[config.mk]
export PLATFORM = sky130hd
export DESIGN_NAME = jaio_top
export DESIGN_NICKNAME = d
export VERILOG_FILES = /design/src/hw/jaio_pkg.sv /design/src/hw/jaio_sync.sv /design/src/hw/jaio_top.sv
export VERILOG_INCLUDE_DIRS = /design/src /design/src/hw
export SDC_FILE = /design/constraint.sdc
export NUM_CORES = 1
export LEC_CHECK = 0
export BUFFER_PORTS_ARGS = -buffer_cell sky130_fd_sc_hd__buf_4
export CAP_MARGIN = 0
export CELL_PAD_IN_SITES_DETAIL_PLACEMENT = 0
export CELL_PAD_IN_SITES_GLOBAL_PLACEMENT = 1
export CORE_UTILIZATION = 44
export CTS_CLUSTER_SIZE = 14
export DETAILED_ROUTE_END_ITERATION = 12
export HOLD_SLACK_MARGIN = 0.12
export PLACE_DENSITY = 0.9
export SETUP_SLACK_MARGIN = 0.4
export SKIP_LAST_GASP = 1
export SYNTH_ARGS = -nofsm -noshare
export SYNTH_HDL_FRONTEND = slang
export SYNTH_HIERARCHICAL = 1
export SYNTH_SLANG_ARGS = --single-unit
[constraint.sdc]
create_clock -name clk -period 2.6 [get_ports clk]
set_input_delay 0.13 -clock clk [delete_from_list [all_inputs] [get_ports clk]]
set_output_delay 0.13 -clock clk [all_outputs]
set_load 0.05 [all_outputs]
[src/hw/jaio_defines.svh]
`ifndef JAIO_DEFINES_SVH
`define JAIO_DEFINES_SVH

// port widths
`define JAIO_NGPI 4
`define JAIO_NGPO 4
`define JAIO_NSYNC 8

// positions in the synchroniser bank
`define JAIO_SY_START 4
`define JAIO_SY_AUX 5
`define JAIO_SY_RRST 6
`define JAIO_SY_ABORT 7

// positions in the wait selection
`define JAIO_WS_START 4
`define JAIO_WS_AUX 5

// fields of an instruction argument
`define JAIO_ARG_IDX_MSB 1
`define JAIO_ARG_IDX_LSB 0
`define JAIO_ARG_VAL 2
`define JAIO_ARG_TRIG_MAIN 0
`define JAIO_ARG_TRIG_AUX 1

// reset values
`define JAIO_GPO_RST 4'h0
`define JAIO_WSEL_RST 6'h00
`define JAIO_EDGE_RST 4'h0

`endif

[src/hw/jaio_pkg.sv]
`include "jaio_defines.svh"

package jaio_pkg;

  typedef enum logic [2:0] {
    OP_NOP       = 3'h0,
    OP_JOB_OPEN  = 3'h1,
    OP_JOB_CLOSE = 3'h2,
    OP_MARK_ON   = 3'h3,
    OP_MARK_OFF  = 3'h4,
    OP_SET_GPO   = 3'h5,
    OP_WAIT_GPI  = 3'h6,
    OP_WAIT_TRIG = 3'h7
  } jaio_op_t;

  typedef struct packed {
    jaio_op_t op;
    logic [3:0] arg;
  } jaio_instr_t;

  typedef struct packed {
    logic [`JAIO_NGPI-1:0] gpi_invert;
    logic [`JAIO_NGPI-1:0] gpi_edge;
    logic [`JAIO_NGPO-1:0] gpo_invert;
  } jaio_cfg_t;

  typedef struct packed {
    logic start;
    logic aux_start;
    logic remote_reset;
    logic abort;
  } jaio_sync_in_t;

  typedef enum logic [1:0] {
    ST_IDLE = 2'b00,
    ST_RUN  = 2'b01,
    ST_WAIT = 2'b10
  } jaio_state_t;

endpackage

[src/hw/jaio_sync.sv]
`timescale 1ns/1ps
`default_nettype none

module jaio_sync #(
  parameter int W = 8
) (
  input wire logic clk,
  input wire logic nrst,
  input wire logic [W-1:0] d,
  output logic [W-1:0] q
);

  logic [W-1:0] meta;

  // meta feeds only q
  always_ff @(posedge clk or negedge nrst) begin
    if (!nrst) begin
      meta <= '0;
      q <= '0;
    end else begin
      meta <= d;
      q <= meta;
    end
  end

endmodule // jaio_sync

`default_nettype wire

[src/hw/jaio_top.sv]
// Summary of operation
// RL1: Four general inputs each have own polarity and level or edge mode.
// RL2: A wait holds the job until any selected general input is asserted.
// RL3: Four general outputs have own polarity; an instruction sets any one.
// RL4: Four status outputs: busy, marking, fault-or-ready, job pending.
// RL5: Busy rises when job-open executes and falls when job-close executes.
// RL6: Marking active is high exactly while marking is in progress.
// RL7: Active-low fault-or-ready is low on error and high when ready.
// RL8: Job pending is high while a job is active, also while it waits.
// RL9: A wait may hold the job until the auxiliary start input is asserted.
// RL10: A wait may hold the job until the main start input is asserted.
// RL11: A rising remote reset input soft-resets and re-initialises the block.
// RL12: The abort input makes job control drop the job and return to idle.
// RL13: Every general input and sync pin passes two flip-flops before any logic uses it.
`timescale 1ns/1ps
`default_nettype none
`include "jaio_defines.svh"

module jaio_top (
  input wire logic clk,
  input wire logic nrst,
  input wire logic [`JAIO_NGPI-1:0] general_inputs,
  input wire jaio_pkg::jaio_sync_in_t sync_pins,
  input wire jaio_pkg::jaio_cfg_t cfg,
  input wire logic instr_valid,
  input wire jaio_pkg::jaio_instr_t instr,
  input wire logic job_loaded,
  input wire logic error_event,
  input wire logic error_clear,
  output logic instr_ready,
  output logic [`JAIO_NGPO-1:0] general_outputs,
  output logic busy_out,
  output logic marking_active_out,
  output logic fault_ready_n_out,
  output logic job_pending_out,
  output logic [`JAIO_NGPI-1:0] gpi_status,
  output logic soft_reset_out
);

  logic [`JAIO_NSYNC-1:0] raw_in;
  logic [`JAIO_NSYNC-1:0] sy;
  logic [`JAIO_NGPI-1:0] gpi_adj;
  logic [`JAIO_NGPI-1:0] gpi_adj_q;
  logic [`JAIO_NGPI-1:0] edge_seen;
  logic [`JAIO_NGPI-1:0] gpi_hit;
  logic start_lvl;
  logic aux_lvl;
  logic rrst_lvl;
  logic rrst_q;
  logic abort_lvl;
  logic soft_pulse;
  jaio_pkg::jaio_state_t state;
  jaio_pkg::jaio_state_t next_state;
  logic [5:0] wait_sel;
  logic [5:0] next_wait_sel;
  logic [5:0] wait_src;
  logic wait_done;
  logic accept;
  logic [`JAIO_NGPO-1:0] gpo_level;
  logic [`JAIO_NGPO-1:0] next_gpo_level;
  logic next_marking;
  logic [1:0] set_idx;
  logic set_val;

  function automatic logic [`JAIO_NGPI-1:0] gpi_fire(
    input logic [`JAIO_NGPI-1:0] edge_mode,
    input logic [`JAIO_NGPI-1:0] level,
    input logic [`JAIO_NGPI-1:0] edges
  );
    gpi_fire = (edge_mode & edges) | (~edge_mode & level);
  endfunction

  function automatic logic is_op(
    input jaio_pkg::jaio_instr_t i,
    input jaio_pkg::jaio_op_t op
  );
    is_op = (i.op == op);
  endfunction

  assign raw_in = {sync_pins.abort, sync_pins.remote_reset,
                   sync_pins.aux_start, sync_pins.start, general_inputs};

  jaio_sync #(
    .W(`JAIO_NSYNC)
  ) u_sync ( // RL13
    .clk(clk),
    .nrst(nrst),
    .d(raw_in),
    .q(sy)
  );

  assign gpi_adj = sy[`JAIO_NGPI-1:0] ^ cfg.gpi_invert; // RL1
  assign start_lvl = sy[`JAIO_SY_START];
  assign aux_lvl = sy[`JAIO_SY_AUX];
  assign rrst_lvl = sy[`JAIO_SY_RRST];
  assign abort_lvl = sy[`JAIO_SY_ABORT];
  assign gpi_hit = gpi_fire(cfg.gpi_edge, gpi_adj, edge_seen); // RL1
  assign wait_src = {aux_lvl, start_lvl, gpi_hit};
  assign wait_done = |(wait_sel & wait_src); // RL2 RL9 RL10
  assign accept = instr_valid && instr_ready;
  assign set_idx = instr.arg[`JAIO_ARG_IDX_MSB:`JAIO_ARG_IDX_LSB];
  assign set_val = instr.arg[`JAIO_ARG_VAL];

  // remote reset acts on its rising edge so a held level resets once
  always_ff @(posedge clk or negedge nrst) begin
    if (!nrst) begin
      rrst_q <= 1'b0;
      soft_pulse <= 1'b0;
      soft_reset_out <= 1'b0;
    end else begin
      rrst_q <= rrst_lvl;
      soft_pulse <= rrst_lvl && !rrst_q; // RL11
      soft_reset_out <= rrst_lvl && !rrst_q;
    end
  end

  // flipping gpi_invert looks like an edge; set polarity before waiting
  always_ff @(posedge clk or negedge nrst) begin
    if (!nrst) begin
      gpi_adj_q <= `JAIO_EDGE_RST;
      edge_seen <= `JAIO_EDGE_RST;
      gpi_status <= `JAIO_EDGE_RST;
    end else begin
      gpi_adj_q <= gpi_adj;
      gpi_status <= gpi_adj; // RL1
      for (int i = 0; i < `JAIO_NGPI; i++) begin
        if (gpi_adj[i] && !gpi_adj_q[i]) begin
          edge_seen[i] <= 1'b1; // RL1
        end else if (soft_pulse ||
                     (accept && is_op(instr, jaio_pkg::OP_WAIT_GPI))) begin
          edge_seen[i] <= 1'b0;
        end
      end
    end
  end

  always_comb begin
    next_state = state;
    next_wait_sel = wait_sel;
    unique case (state)
      jaio_pkg::ST_IDLE: begin
        if (accept && is_op(instr, jaio_pkg::OP_JOB_OPEN)) begin
          next_state = jaio_pkg::ST_RUN; // RL5
        end
      end
      jaio_pkg::ST_RUN: begin
        if (accept) begin
          unique case (instr.op)
            jaio_pkg::OP_JOB_CLOSE: next_state = jaio_pkg::ST_IDLE; // RL5
            jaio_pkg::OP_WAIT_GPI: begin
              next_state = jaio_pkg::ST_WAIT; // RL2
              next_wait_sel = {2'b00, instr.arg};
            end
            jaio_pkg::OP_WAIT_TRIG: begin
              next_state = jaio_pkg::ST_WAIT;
              next_wait_sel = `JAIO_WSEL_RST;
              next_wait_sel[`JAIO_WS_START] =
                instr.arg[`JAIO_ARG_TRIG_MAIN]; // RL10
              next_wait_sel[`JAIO_WS_AUX] =
                instr.arg[`JAIO_ARG_TRIG_AUX]; // RL9
            end
            default: next_state = jaio_pkg::ST_RUN;
          endcase
        end
      end
      jaio_pkg::ST_WAIT: begin
        if (wait_done) begin
          next_state = jaio_pkg::ST_RUN; // RL2
        end
      end
      default: next_state = jaio_pkg::ST_IDLE;
    endcase
    if (abort_lvl || soft_pulse) begin
      next_state = jaio_pkg::ST_IDLE; // RL12
      next_wait_sel = `JAIO_WSEL_RST;
    end
  end

  // a wait with an empty selection never resumes; only abort or a soft reset frees it
  always_ff @(posedge clk or negedge nrst) begin
    if (!nrst) begin
      state <= jaio_pkg::ST_IDLE;
      wait_sel <= `JAIO_WSEL_RST;
      instr_ready <= 1'b0;
    end else begin
      state <= next_state;
      wait_sel <= next_wait_sel;
      instr_ready <= (next_state != jaio_pkg::ST_WAIT) && !abort_lvl;
    end
  end

  always_comb begin
    next_gpo_level = gpo_level;
    next_marking = marking_active_out;
    if (accept && state == jaio_pkg::ST_RUN) begin
      if (is_op(instr, jaio_pkg::OP_SET_GPO)) begin
        next_gpo_level[set_idx] = set_val; // RL3
      end
      if (is_op(instr, jaio_pkg::OP_MARK_ON)) begin
        next_marking = 1'b1; // RL6
      end
      if (is_op(instr, jaio_pkg::OP_MARK_OFF)) begin
        next_marking = 1'b0;
      end
    end
    if (next_state == jaio_pkg::ST_IDLE) begin
      next_marking = 1'b0; // RL6
    end
    if (soft_pulse) begin
      next_gpo_level = `JAIO_GPO_RST; // RL11
    end
  end

  always_ff @(posedge clk or negedge nrst) begin
    if (!nrst) begin
      gpo_level <= `JAIO_GPO_RST;
      general_outputs <= `JAIO_GPO_RST;
    end else begin
      gpo_level <= next_gpo_level;
      general_outputs <= next_gpo_level ^ cfg.gpo_invert; // RL3
    end
  end

  // status outputs, each straight from its own flop
  always_ff @(posedge clk or negedge nrst) begin
    if (!nrst) begin
      busy_out <= 1'b0;
      marking_active_out <= 1'b0;
      job_pending_out <= 1'b0;
    end else begin
      busy_out <= next_state != jaio_pkg::ST_IDLE; // RL4 RL5
      marking_active_out <= next_marking; // RL4 RL6
      job_pending_out <= (next_state != jaio_pkg::ST_IDLE) ||
                         (job_loaded && !abort_lvl); // RL4 RL8
    end
  end

  // a new error wins over a clear in the same cycle
  always_ff @(posedge clk or negedge nrst) begin
    if (!nrst) begin
      fault_ready_n_out <= 1'b1;
    end else if (error_event) begin
      fault_ready_n_out <= 1'b0; // RL4 RL7
    end else if (error_clear || soft_pulse) begin
      fault_ready_n_out <= 1'b1;
    end
  end

  logic set_tgt;
  assign set_tgt = set_val ^ cfg.gpo_invert[set_idx];
endmodule // jaio_top

`default_nettype wire

==> metrics.cfg <==
[synthesis]
yosys.area_share.simple = 0.151
synth_most_common_cell = dfrtp_1
synth_xor_area_frac = 0.0386
synth_warnings = 6
synthAdderAreaFrac = 0
synth_edf_count = 0
synth.area.top_cells = dfrtp_1 (63%), xor2_1 (3.9%), nor4_2 (2.8%)
synth_area_mm2 = 0.00181
synth_compound_area_frac = 0.0980
synth-main-ff-cell = dfrtp_1
synth-seq-cells = 47
synthMuxAreaShare = 0.0345
async_flop_share = 1.00
syn_nets = 174
synthDistinctLibCells = 36
netlist_top_cells_count = dfrtp_1 (46), nand2_1 (11), nand3_1 (9)
seq_area_frac_synth = 0.649
synth_top_family_by_area = simple AND/OR/NAND/NOR gates
synth_top_cell_by_area = dfrtp_1
syn_inst = 141
avgSynthCellArea_um2 = 12.9
synth_top_area_frac = 0.635

[critical_path]
crit_type = in -> reg
cp-end-kind = flop
path_cells = dlygate4sd3_1 > buf_4 > xor2_1 > mux2_2 > a221oi_1 > a311oi_1
critical_path_buf_inv_count = 2
required_ps = 2760
startpoint_type = primary input
slowest_delay_ps = 530
path_delay_family = buffers and inverters
crit_path_max_fanout = 3
cpMaxStageDelayCell = dlygate4sd3_1
critPathArrivalTime_ps = 1840

[sta]
fin_crit_ps = 1680
clock.fmax_mhz = 596
fin_skew_ps = 3.61
slew_violations = 0
final_hold_viol_count = 0
worstMarginPinSlew_ps = 572
slew_headroom = 0.619
setup_viol = 0
fin_crit_sh = 0.646
holdWs_ps = 138
rsz0062_at_grt = false
fin_setup_tns_ps = 0

[cells_and_area]
stdcell_count = 262
syn_to_final_growth_pct = 39.8
final_nets = 246
num_antenna_cells = 0
final_core_utilization = 0.667
layout-drive-gt1-share = 0.322

[route]
wl_met1_um = 1520
drtPass1Iterations = 4
via_per_inst = 5.23
wl_per_cell_um = 13.7
met3_length_um = 205
via_count = 1370
top_layer = met4
routed_wl_um = 3600
dr_wl_met2_um = 1840
drc = 0
postRouteAntennaNets = 0
drt-initial-drc-count = 133

[global_routing]
grt_max_degree = 48
antenna_found_initial = 0
grt_pass1_vias = 1349
grt_usage = 0.185
grt-ovfl-total = 0
grt_pass1_wl_um = 5980

[floorplanning]
std_cell_rows = 22
die_w_um = 66.2
initial_core_util = 0.477
die-area_mm2 = 0.00438
io_pins = 47
die_y_um = 66.2
core_mm2 = 0.00380

[clock_tree]
postCtsHoldBufs = 22
clockBufferDepth = 2
clock-root-buffer = clkbuf_8
cts.clk_slew.worst_paths_ps = 90
tritoncts = done
postCtsSetupBuffers = 0
cts.sinks = 47
numCtsBuffers = 5
cts_max_level = 2
post_cts_resized = 0
clock_latency_ps = 300

[pwr]
powerDensity_mw_per_mm2 = 608
leakage_nw = 1.19
peakVddDrop_mv = 0.560

[run_status]
status = finished clean

[worst_hold_path]
hold_class = in -> reg

[flow_run]
cap_violations = 0

[placed_design]
portBuffers = 46
hpwl_um = 2460
placedCellCount = 232
gp_congestion = 0.797

[cell usage in the layout, fill, tap and decap left out, types with 2 or more instances in the layout]
master and instances:
dfrtp_1 46, buf_4 46, dlygate4sd3_1 22, nand2_1 11, nand3_1 9, xor2_1 8, inv_1 8, a21oi_1 7
clkbuf_8 5, o21ai_0 4, nor4_2 4, mux2i_1 4, nor2_2 4, a22o_1 4, nor2_1 3, mux2_2 2
nand3b_1 2, a31oi_1 2, and2_1 2
[path summary, 6_finish.rpt]
| kind | start | end | slack, ps | cells after the start |
|---|---|---|---|---|
| min reg2reg | u_sync/meta[7]$_DFF_PN0_ | u_sync/q[7]$_DFF_PN0_ | 350 | 0 |
| max reg2reg | state[1]$_DFF_PN0_ | general_outputs[3]$_DFF_PN0_ | 970 | 5 |
| max | cfg[9] | instr_ready$_DFF_PN0_ | 920 | 6 |
| max in group asynchronous | nrst | fault_ready_n_out$_DFFE_PN1P_ | 1850 | 2 |
| min in group asynchronous | nrst | u_sync/meta[2]$_DFF_PN0_ | 360 | 2 |
| min | instr[2] | wait_sel[2]$_DFFE_PN0P_ | 140 | 3 |
[per-layer routing]
metal,GRT usage,up-vias
li1,-,637
met1,0.228,677
met2,0.311,49
met3,0.0569,7
met4,0.0559,0
met5,0,-
[through the flow]
stage | worst slack (ps) | power [W] | instance area (um^2)
2_1_floorplan | 835 | 0.000899 | 1810
3_3_place_gp | 1030 | 0.000986 | 2200
3_5_place_dp | 990 | 0.000992 | 2200
4_1_cts | 904 | 0.00156 | 2530
5_1_grt | 845 | 0.00160 | 2530
6_report | 921 | 0.00154 | 2530
[kinds of logic after synthesis]
group                     count (synthesis)
buffers and inverters                    11
muxes                                     6
and+or+nand+nor                          43
DFF                                      47
AOI/OAI and AO/OA                        26
xor gates and xnor gates                  8
[worst reg2reg max path: stages (launching register included)]
cell and delay [ps]:
dfrtp_1 470, nand4b_4 270, nor4_2 300, mux2i_1 270, nor2_2 60, xor2_1 150
[registers in the layout, summed over array words and instances (netlist names)]
register / flops
u_sync/meta: 8
u_sync/q: 8
wait_sel: 6
edge_seen: 4
general_outputs: 4
gpi_adj_q: 4
gpo_level: 4
state: 2
busy_out: 1
fault_ready_n_out: 1
instr_ready: 1
job_pending_out: 1
marking_active_out: 1
rrst_q: 1
soft_pulse: 1
[area by class of cell]
class / count / area, um^2
Fill cell: 302 / 1260
Tap cell: 48 / 60.1
Multi-Input combinational cell: 83 / 584
Clock buffer: 5 / 68.8
Clock inverter: 3 / 47.5
Timing Repair Buffer: 68 / 566
Sequential cell: 47 / 1180
Inverter: 8 / 30.0
[power breakdown]
part,total [W],internal [W],switching (W)
combinational,0.000212,0.0000961,0.000116
sequential,0.000791,0.000770,0.0000212
clock,0.000537,0.000291,0.000246
Note: power is estimated with default switching activity, not from simulation.
